`config.mk`:
```
export PLATFORM = sky130hd
export DESIGN_NAME = conv_host_flat
export DESIGN_NICKNAME = d
export VERILOG_FILES = /design/src/logic/conv_seq_pkg.sv /design/src/logic/conv_link_if.sv /design/src/logic/cycle_timer.sv /design/src/logic/conv_host.sv /design/src/flat_wrapper.sv
export SDC_FILE = /design/constraint.sdc
export NUM_CORES = 1
export LEC_CHECK = 0
export ABC_CLOCK_PERIOD_IN_PS = 2600
export BUFFER_PORTS_ARGS = -buffer_cell sky130_fd_sc_hd__clkbuf_2
export CORE_UTILIZATION = 39
export DETAILED_ROUTE_END_ITERATION = 7
export GPL_TIMING_DRIVEN = 1
export PLACE_DENSITY = 0.72
export SETUP_SLACK_MARGIN = 0.2
export SLEW_MARGIN = 20
export SYNTH_ARGS = -nofsm -noshare
export SYNTH_HDL_FRONTEND = slang
export SYNTH_SLANG_ARGS = --single-unit
```
`constraint.sdc`:
```
create_clock -name clock -period 2.6 [get_ports clock]
set_input_delay 0.52 -clock clock [delete_from_list [all_inputs] [get_ports clock]]
set_output_delay 0.52 -clock clock [all_outputs]
set_load 0.01 [all_outputs]
```
`src/logic/conv_seq_pkg.sv`:
```
// Purpose: shared constants and types for the converter sequencer pair
// Assumes: one 20 MHz clock, synchronous active-high reset
// Notes: control byte layout, result addressing, host register map
package conv_seq_pkg;
    // -------------------------------------------------
    // control byte fields
    // -------------------------------------------------
    localparam int ctrl_width = 8;
    localparam int pwr_high_pos = 7;
    localparam int pwr_low_pos = 6;
    localparam int ext_acq_pos = 5;
    localparam int clk_sel_pos = 4;
    localparam int chan_lsb = 0;
    localparam int chan_width = 3;
    localparam logic [7:0] keep_low_mask = 8'h3f;
    localparam logic [7:0] standby_bits = 8'h80;
    localparam logic [7:0] acquire_bits = 8'ha0;
    localparam logic [7:0] full_down_bits = 8'hc0;
    // -------------------------------------------------
    // device bus addresses (byte offsets from base)
    // -------------------------------------------------
    localparam logic [0:0] result_low_addr = 1'h0;
    localparam logic [0:0] result_high_addr = 1'h1;
    localparam int result_width = 16;
    // -------------------------------------------------
    // timing
    // -------------------------------------------------
    localparam int clock_mhz = 20;
    localparam int conv_time_ns = 2000;
    localparam int conv_cycles = (conv_time_ns * clock_mhz + 999) / 1000;
    localparam int ext_clk_div = 4;
    localparam int powerup_us = 100;
    localparam int powerup_cycles = powerup_us * clock_mhz;
    localparam int acq_time_ns = 1000;
    localparam int acq_cycles = (acq_time_ns * clock_mhz + 999) / 1000;
    // -------------------------------------------------
    // host registers over apb (byte addresses)
    // -------------------------------------------------
    localparam logic [7:0] reg_cmd_addr = 8'h00;
    localparam logic [7:0] reg_result_addr = 8'h04;
    localparam logic [7:0] reg_status_addr = 8'h08;
    localparam logic [7:0] reg_irq_addr = 8'h0c;
    localparam logic [7:0] reg_mask_addr = 8'h10;
    localparam logic [7:0] reg_cmd_reset = 8'h00;
    localparam int cmd_mode_lsb = 8;
    localparam int cmd_go_pos = 12;
    localparam int cmd_ref_pos = 13;
    localparam int irq_done_pos = 0;
    localparam int irq_err_pos = 1;
    typedef enum logic [1:0] {seq_standby, seq_full_down, seq_pin_down} seq_mode_type;
endpackage : conv_seq_pkg

```
`src/logic/conv_link_if.sv`:
```
// Purpose: parallel byte bus plus done and shutdown pins between host and converter
// Assumes: single clock, host is the only bus master
// Notes: data bus split into host write data and device read data with enable
`timescale 1ns/1ps
interface conv_link_if;
    logic cs;
    logic wr;
    logic rd;
    logic addr;
    logic [7:0] wdata;
    logic [7:0] rdata;
    logic rdata_oe;
    logic done_n;
    logic shutdown_n;
    modport device (input cs, input wr, input rd, input addr, input wdata, input shutdown_n,
        output rdata, output rdata_oe, output done_n);
    modport host (output cs, output wr, output rd, output addr, output wdata, output shutdown_n,
        input rdata, input rdata_oe, input done_n);
endinterface : conv_link_if

```
`src/logic/cycle_timer.sv`:
```
// Purpose: loadable down-counter that flags expiry
// Assumes: load may coincide with run; load wins in that cycle
// Notes: shared by both ends for conversion, power-up and acquisition waits
`timescale 1ns/1ps
module cycle_timer #(
    parameter int width = 16
) (
    input wire logic clock,
    input wire logic srst,
    input wire logic load,
    input wire logic [width-1:0] count,
    input wire logic tick,
    output logic expired
);
    typedef struct packed {
        logic [width-1:0] left;
        logic expired;
    } state_type;
    state_type state_reg;
    state_type state_next;
    initial if (width < 2) $error("cycle_timer width too small");
    always_comb
    begin
        state_next = state_reg;
        state_next.expired = 1'b0;
        if (load)
        begin
            state_next.left = count;
        end
        else if (tick && state_reg.left != '0)
        begin
            state_next.left = state_reg.left - 1'b1;
            state_next.expired = (state_reg.left == {{(width-1){1'b0}}, 1'b1});
        end
    end
    always_ff @(posedge clock)
    begin
        if (srst)
        begin
            state_reg <= '0;
        end
        else
        begin
            state_reg <= state_next;
        end
    end
    assign expired = state_reg.expired;
endmodule : cycle_timer

```
`src/logic/conv_host.sv`:
```
// Purpose: host sequencer: apb registers drive conversion sequences on the byte bus
// Assumes: apb master never overlaps transfers; converter keeps its protocol
// Notes: pready always high; one write or read strobe cycle per bus access
//
// How it works
// - converter starts on external clock
// - host first switches converter to internal clock
// - select bit cleared unless external acquisition
// - internal reference needs power-up delay
// - standby start converts then stands by
// - done pin low means result readable
// - full-down: standby, delay, then both bits
// - shutdown pin high, delay, convert, pin low
// - select set begins acquisition, cleared converts
// - external full-down start sets both bits
// - result is one sixteen bit word
// - power bits top, select bit five
// - low byte base, high byte base plus one
`timescale 1ns/1ps
module conv_host #(
    parameter int powerup_len = conv_seq_pkg::powerup_cycles,
    parameter int acq_len = conv_seq_pkg::acq_cycles
) (
    input wire logic clock,
    input wire logic srst,
    input wire logic psel,
    input wire logic penable,
    input wire logic pwrite,
    input wire logic [7:0] paddr,
    input wire logic [31:0] pwdata,
    output logic [31:0] prdata,
    output logic pready,
    output logic pslverr,
    output logic irq,
    conv_link_if.host link
);
    typedef enum {h_init, h_idle, h_pin_up, h_pwr_wait, h_acq_start, h_acq_wait, h_start,
        h_wait_done, h_read_low, h_read_high, h_finish} host_state_type;
    typedef struct packed {
        host_state_type st;
        logic [7:0] cmd;
        logic [1:0] mode;
        logic ext_acq;
        logic int_ref;
        logic busy;
        logic [15:0] result;
        logic [1:0] irq_status;
        logic [1:0] irq_mask;
        logic cs;
        logic wr;
        logic rd;
        logic addr;
        logic [7:0] wdata;
        logic shutdown_n;
        logic [31:0] prdata;
        logic irq;
    } state_type;
    state_type state_reg;
    state_type state_next;
    logic timer_load;
    logic [15:0] timer_count;
    logic timer_done;
    logic wr_acc;
    logic rd_acc;
    logic go;
    logic [1:0] ev;
    logic [7:0] base_byte;
    initial if (powerup_len < 1 || powerup_len > 65535 || acq_len < 1 || acq_len > 65535)
        $error("delay lengths out of range");
    assign wr_acc = psel && penable && pwrite;
    assign rd_acc = psel && penable && !pwrite;
    assign go = wr_acc && paddr == conv_seq_pkg::reg_cmd_addr && pwdata[conv_seq_pkg::cmd_go_pos];
    assign base_byte = (state_reg.cmd & ~8'(1 << conv_seq_pkg::ext_acq_pos)) | 8'(1 << conv_seq_pkg::clk_sel_pos);
    cycle_timer #(.width(16)) delay_timer (
        .clock(clock),
        .srst(srst),
        .load(timer_load),
        .count(timer_count),
        .tick(1'b1),
        .expired(timer_done)
    );
    always_comb
    begin
        state_next = state_reg;
        timer_load = 1'b0;
        timer_count = 16'(powerup_len);
        ev = 2'h0;
        state_next.cs = 1'b0;
        state_next.wr = 1'b0;
        state_next.rd = 1'b0;
        // -------------------------------------------------
        // apb registers
        // -------------------------------------------------
        if (wr_acc && paddr == conv_seq_pkg::reg_cmd_addr)
        begin
            state_next.cmd = pwdata[7:0] & conv_seq_pkg::keep_low_mask;
            state_next.mode = pwdata[conv_seq_pkg::cmd_mode_lsb +: 2];
            state_next.ext_acq = pwdata[conv_seq_pkg::cmd_mode_lsb + 2];
            state_next.int_ref = pwdata[conv_seq_pkg::cmd_ref_pos];
        end
        if (wr_acc && paddr == conv_seq_pkg::reg_mask_addr)
        begin
            state_next.irq_mask = pwdata[1:0];
        end
        case (paddr)
            conv_seq_pkg::reg_cmd_addr: state_next.prdata = {18'h0, state_reg.int_ref, 2'h0,
                state_reg.ext_acq, state_reg.mode, state_reg.cmd};
            conv_seq_pkg::reg_result_addr: state_next.prdata = {16'h0, state_reg.result};
            conv_seq_pkg::reg_status_addr: state_next.prdata = {30'h0, !link.done_n, state_reg.busy};
            conv_seq_pkg::reg_irq_addr: state_next.prdata = {30'h0, state_reg.irq_status};
            conv_seq_pkg::reg_mask_addr: state_next.prdata = {30'h0, state_reg.irq_mask};
            default: state_next.prdata = 32'h0;
        endcase
        // -------------------------------------------------
        // sequence
        // -------------------------------------------------
        case (state_reg.st)
            h_init:
            begin
                state_next.cs = 1'b1;
                state_next.wr = 1'b1;
                state_next.wdata = 8'h10;
                state_next.shutdown_n = 1'b1;
                state_next.st = h_idle;
            end
            h_idle:
            begin
                // go taken only when idle
                if (go)
                begin
                    state_next.busy = 1'b1;
                    state_next.st = h_pin_up;
                end
            end
            h_pin_up:
            begin
                state_next.shutdown_n = 1'b1;
                if (state_reg.mode == 2'h1)
                begin
                    state_next.cs = 1'b1;
                    state_next.wr = 1'b1;
                    state_next.wdata = base_byte | conv_seq_pkg::standby_bits;
                end
                if (state_reg.int_ref && state_reg.mode != 2'h0)
                begin
                    timer_load = 1'b1;
                    state_next.st = h_pwr_wait;
                end
                else
                begin
                    state_next.st = h_acq_start;
                end
            end
            h_pwr_wait: state_next.st = timer_done ? h_acq_start : h_pwr_wait;
            h_acq_start:
            begin
                if (state_reg.ext_acq)
                begin
                    state_next.cs = 1'b1;
                    state_next.wr = 1'b1;
                    state_next.wdata = base_byte | conv_seq_pkg::acquire_bits;
                    timer_load = 1'b1;
                    timer_count = 16'(acq_len);
                    state_next.st = h_acq_wait;
                end
                else
                begin
                    state_next.st = h_start;
                end
            end
            h_acq_wait: state_next.st = timer_done ? h_start : h_acq_wait;
            h_start:
            begin
                state_next.cs = 1'b1;
                state_next.wr = 1'b1;
                state_next.wdata = base_byte | ((state_reg.mode == 2'h1) ? conv_seq_pkg::full_down_bits
                    : conv_seq_pkg::standby_bits);
                state_next.st = h_wait_done;
            end
            h_wait_done:
            begin
                if (!link.done_n && !state_reg.wr)
                begin
                    state_next.cs = 1'b1;
                    state_next.rd = 1'b1;
                    state_next.addr = conv_seq_pkg::result_low_addr;
                    state_next.st = h_read_low;
                end
            end
            h_read_low:
            begin
                state_next.cs = 1'b1;
                state_next.rd = 1'b1;
                state_next.addr = conv_seq_pkg::result_high_addr;
                state_next.st = h_read_high;
            end
            h_read_high:
            begin
                // read data appears one cycle after each strobe
                state_next.result[7:0] = link.rdata;
                state_next.st = h_finish;
            end
            h_finish:
            begin
                state_next.result[15:8] = link.rdata;
                state_next.busy = 1'b0;
                ev[conv_seq_pkg::irq_done_pos] = 1'b1;
                if (state_reg.mode == 2'h2)
                begin
                    state_next.shutdown_n = 1'b0;
                end
                state_next.st = h_idle;
            end
            default:
            begin
                state_next.st = h_init;
            end
        endcase
        if (state_reg.st != h_idle && go)
        begin
            ev[conv_seq_pkg::irq_err_pos] = 1'b1;
        end
        // set wins over write-one-to-clear
        if (wr_acc && paddr == conv_seq_pkg::reg_irq_addr)
        begin
            state_next.irq_status = state_reg.irq_status & ~pwdata[1:0];
        end
        state_next.irq_status = state_next.irq_status | ev;
        state_next.irq = |(state_next.irq_status & state_next.irq_mask);
    end
    always_ff @(posedge clock)
    begin
        if (srst)
        begin
            state_reg <= '0;
            state_reg.st <= h_init;
            state_reg.shutdown_n <= 1'b1;
        end
        else
        begin
            state_reg <= state_next;
        end
    end
    assign prdata = state_reg.prdata;
    assign pready = 1'b1;
    assign pslverr = 1'b0;
    assign irq = state_reg.irq;
    assign link.cs = state_reg.cs;
    assign link.wr = state_reg.wr;
    assign link.rd = state_reg.rd;
    assign link.addr = state_reg.addr;
    assign link.wdata = state_reg.wdata;
    assign link.shutdown_n = state_reg.shutdown_n;
endmodule : conv_host

```
`src/flat_wrapper.sv`:
```
// flat-port wrapper written by rule: the top's interface ports become plain ports
module conv_host_flat 
#(
    parameter int powerup_len = conv_seq_pkg::powerup_cycles,
    parameter int acq_len = conv_seq_pkg::acq_cycles
)
  (clock, srst, psel, penable, pwrite, paddr, pwdata, prdata, pready, pslverr, irq, link_cs, link_wr, link_rd, link_addr, link_wdata, link_shutdown_n, link_rdata, link_rdata_oe, link_done_n);
  conv_link_if link_i ();
  input wire logic clock;
  input wire logic srst;
  input wire logic psel;
  input wire logic penable;
  input wire logic pwrite;
  input wire logic [7:0] paddr;
  input wire logic [31:0] pwdata;
  output logic [31:0] prdata;
  output logic pready;
  output logic pslverr;
  output logic irq;
  output wire logic [$bits(link_i.cs)-1:0] link_cs;
  output wire logic [$bits(link_i.wr)-1:0] link_wr;
  output wire logic [$bits(link_i.rd)-1:0] link_rd;
  output wire logic [$bits(link_i.addr)-1:0] link_addr;
  output wire logic [$bits(link_i.wdata)-1:0] link_wdata;
  output wire logic [$bits(link_i.shutdown_n)-1:0] link_shutdown_n;
  input wire logic [$bits(link_i.rdata)-1:0] link_rdata;
  input wire logic [$bits(link_i.rdata_oe)-1:0] link_rdata_oe;
  input wire logic [$bits(link_i.done_n)-1:0] link_done_n;
  assign link_cs = link_i.cs;
  assign link_wr = link_i.wr;
  assign link_rd = link_i.rd;
  assign link_addr = link_i.addr;
  assign link_wdata = link_i.wdata;
  assign link_shutdown_n = link_i.shutdown_n;
  assign link_i.rdata = link_rdata;
  assign link_i.rdata_oe = link_rdata_oe;
  assign link_i.done_n = link_done_n;
  conv_host #(.powerup_len(powerup_len), .acq_len(acq_len)) u_core (.clock(clock), .srst(srst), .psel(psel), .penable(penable), .pwrite(pwrite), .paddr(paddr), .pwdata(pwdata), .prdata(prdata), .pready(pready), .pslverr(pslverr), .irq(irq), .link(link_i));
endmodule
```
==> impl_metrics.csv <==
group,metric,value,unit
run_status,status,"finished clean",
synthesis,yosys_warnings,0,
cells_and_area,multi_input_area,1810,um2
synthesis,ys_seq_area_share,42.6,%
placed_design,io_buffers,62,
flow_run,max-cap-violations,0,
critical_path,critPathKind,"flop to flop",
route,wl,8420,um
global_routing,grt_max_degree,36,
clock_network,post_cts_buffers,0,
critical_path,start_kind,"flop",
sta,slew_viol_final,0,
sta,relSlewSlack,49.9,%
clock_network,ctsResizeCount,0,
synthesis,ys_types,63,
placed_design,gp_congestion,0.818,
synthesis,ys_top_cells_by_area,"dfxtp_1 (43%), buf_4 (8.4%), a21oi_1 (5.5%)",
power,combPwrFrac,33.5,%
power,vdd.ir_drop.worst,341,uV
floorplanning,die_area,10300,um2
synthesis,avgSynthCellArea,8.66,um2
floorplanning,chipHeight,101,um
sta,worst_pin_slew,0.750,ns
synthesis,synth_area,3850,um2
clock_network,cts_buffers,9,
critical_path,endpoint_kind,"flop",
synthesis,yosysTopAreaCell,"dfxtp_1",
cells_and_area,num_antenna_cells,0,
power,power.density,937,nW/um2
clock_network,root_buffer,"clkbuf_8",
global_routing,grt_pass1_wl,13400,um
cells_and_area,largest_reg_flops,31,
critical_path,critPathRequiredTime,2.85,ns
sta,fin_crit,2.12,ns
power,switching_share,37.4,%
cells_and_area,area_growth,9.48,%
cells_and_area,fin_nets,532,
clock_network,cts_buffer_depth,2,
synthesis,synth_edf_count,0,
min_path,min_path_cells,3,
route,first_pass_iters,4,
power,power_switching,1.48,mW
clock_network,htreeDepth,3,
sta,hold_viol_final,0,
global_routing,grt_pass1_vias,2826,
floorplanning,rows,35,
clock_network,clk_latency,0.37,ns
critical_path,path_max_fanout,9,
route,wl_per_cell,13.9,um
global_routing,antenna_found_initial,0,
cells_and_area,drive_gt1_share,20.5,%
cells_and_area,finish.instance_area,4220,um2
min_path,min_path_type,"input pin to flop",
critical_path,ff2ff_path_depth,6,
synthesis,synth_seq_cells,82,
route,drc,0,
synthesis,synth_ff_type,"dfxtp_1",
clock_network,postCtsHoldBufs,0,
sta,rsz0062_at_grt,"no",
critical_path,ff2ff_setup_slack,0.48,ns
sta,fin_skew,0.00930,ns
floorplanning,start_util,40.9,%
placed_design,dpl_cell_area,4010,um2
sta,setup_tns,0,ns
synthesis,synth_top_area_share,42.6,%
power,clockPowerShare,24.6,%
sta,finalSetupViolations,0,
clock_network,cts_tree,"yes",
sta,period_share,81.4,%
synthesis,synth_cells,445,
power,p_leak,1.71,nW
power,power.internal,2.47,mW
global_routing,grt_remaining_overflow,0,
floorplanning,die_w,101,um
route,vias,3202,
cells_and_area,regArea,1640,um2
route,drtIter0Drc,198,
sta,fmax,472,MHz
global_routing,grt_usage,16.9,%
route,ant_nets,0,
floorplanning,io_pins,103,
floorplanning,core-area,9420,um2
route,viasPerCell,5.27,
clock_network,clk_pin_slew,0.09,ns
critical_path,crit_arrival,2.37,ns
power,seq_power_share,41.9,%
clock_network,clock-sinks,82,
cells_and_area,fill_cells,928,
placed_design,dpl.hpwl,5970,um
synthesis,async_flop_share,0,%
==> area by class of cell <==
cell class                      count  share of cell area, %
Multi-Input combinational cell    302                   42.9
Clock inverter                      7                   1.99
Clock buffer                        9                   2.94
Sequential cell                    82                   38.9
Tap cell                          129                   3.82
Inverter                           10                  0.889
Timing Repair Buffer               69                   8.60
==> power groups by stage <==
stage | Combinational (mW) | Sequential, mW | Clock, mW
6_report | 1.33 | 1.66 | 0.972
5_1_grt | 1.48 | 1.69 | 1.04
4_1_cts | 1.33 | 1.65 | 0.992
3_5_place_dp | 1.32 | 1.68 | 0
3_3_place_gp | 1.28 | 1.67 | 0
2_1_floorplan | 1.14 | 1.60 | 0
==> routing by layer <==
metal	up-vias	GRT usage, %	share of wire (%)
met1	1523	21.0	46
li1	1589	-	-
met2	79	27.7	47
met5	-	0	0
met3	11	3.66	4.9
met4	0	8.25	2.0
==> per-stage QoR <==
| step | power [mW] | hold WS, ns | setup slack, ns | utilization (%) | std cells |
|---|---|---|---|---|---|
| after detailed placement | 3.00 | 0.448 | 0.461 | 42.6 | 592 |
| final | 3.95 | 0.381 | 0.483 | 44.8 | 608 |
| after floorplan | 2.74 | 0.432 | 0.625 | - | 461 |
| after global placement | 2.95 | 0.439 | 0.457 | 42.6 | 592 |
| after CTS | 3.97 | 0.373 | 0.480 | 44.8 | 608 |
| after global routing | 4.21 | 0.375 | 0.319 | 44.8 | 608 |
==> cells in the final DEF, fill, tap and decap left out, types with 9 or more instances in the layout <==
cell type	n
or4_1	9
nand2_1	54
clkbuf_2	62
conb_1	18
nand3_1	15
clkbuf_8	9
inv_1	10
a21oi_1	42
and3_1	9
dfxtp_1	82
nor2_1	32
==> cells by family (layout without fill, tap and decap cells) <==
kind of cell	after synthesis	after routing	synth area share [%]
other cells	2	18	0.195
simple gates	170	170	23.2
buf+inv	77	95	12.0
mux	13	13	3.54
fa+ha+maj	3	3	0.974
xor+xnor	5	5	1.14
compound gates	93	93	16.4
flops	82	82	42.6
==> final timing paths <==
path	from	endpoint
setup / recovery	u_core.delay_timer.state_reg[1]	u_core.delay_timer.state_reg[11]
hold / removal	link_rdata[4]	u_core.state_reg[54]
setup reg to reg	u_core.delay_timer.state_reg[1]	u_core.delay_timer.state_reg[11]
hold reg to reg	u_core.state_reg[64]	u_core.state_reg[64]
==> critical path, cell delays in order (launching register included) <==
cell and delay [ns]:
dfxtp_1 0.35, inv_1 0.12, ha_1 0.22, or3b_1 0.50
or4b_4 0.56, xor2_1 0.17, o22ai_2 0.09
==> cell usage after synthesis, drive strengths merged, types with 4 or more instances <==
| cell type | n |
|---|---|
| nor4 | 7 |
| nand2b | 5 |
| o21ai | 6 |
| a21oi | 42 |
| o31ai | 5 |
| a22oi | 8 |
| or3 | 4 |
| nand2 | 54 |
| nor2 | 32 |
| buf | 49 |
| nand4 | 5 |
| nand3 | 15 |
| clkbuf | 18 |
| and3 | 9 |
| inv | 10 |
| nor3 | 7 |
| or4 | 9 |
| and2 | 6 |
| mux2 | 5 |
| dfxtp | 82 |
| mux2i | 8 |
Power figures use the tool's default switching activity.
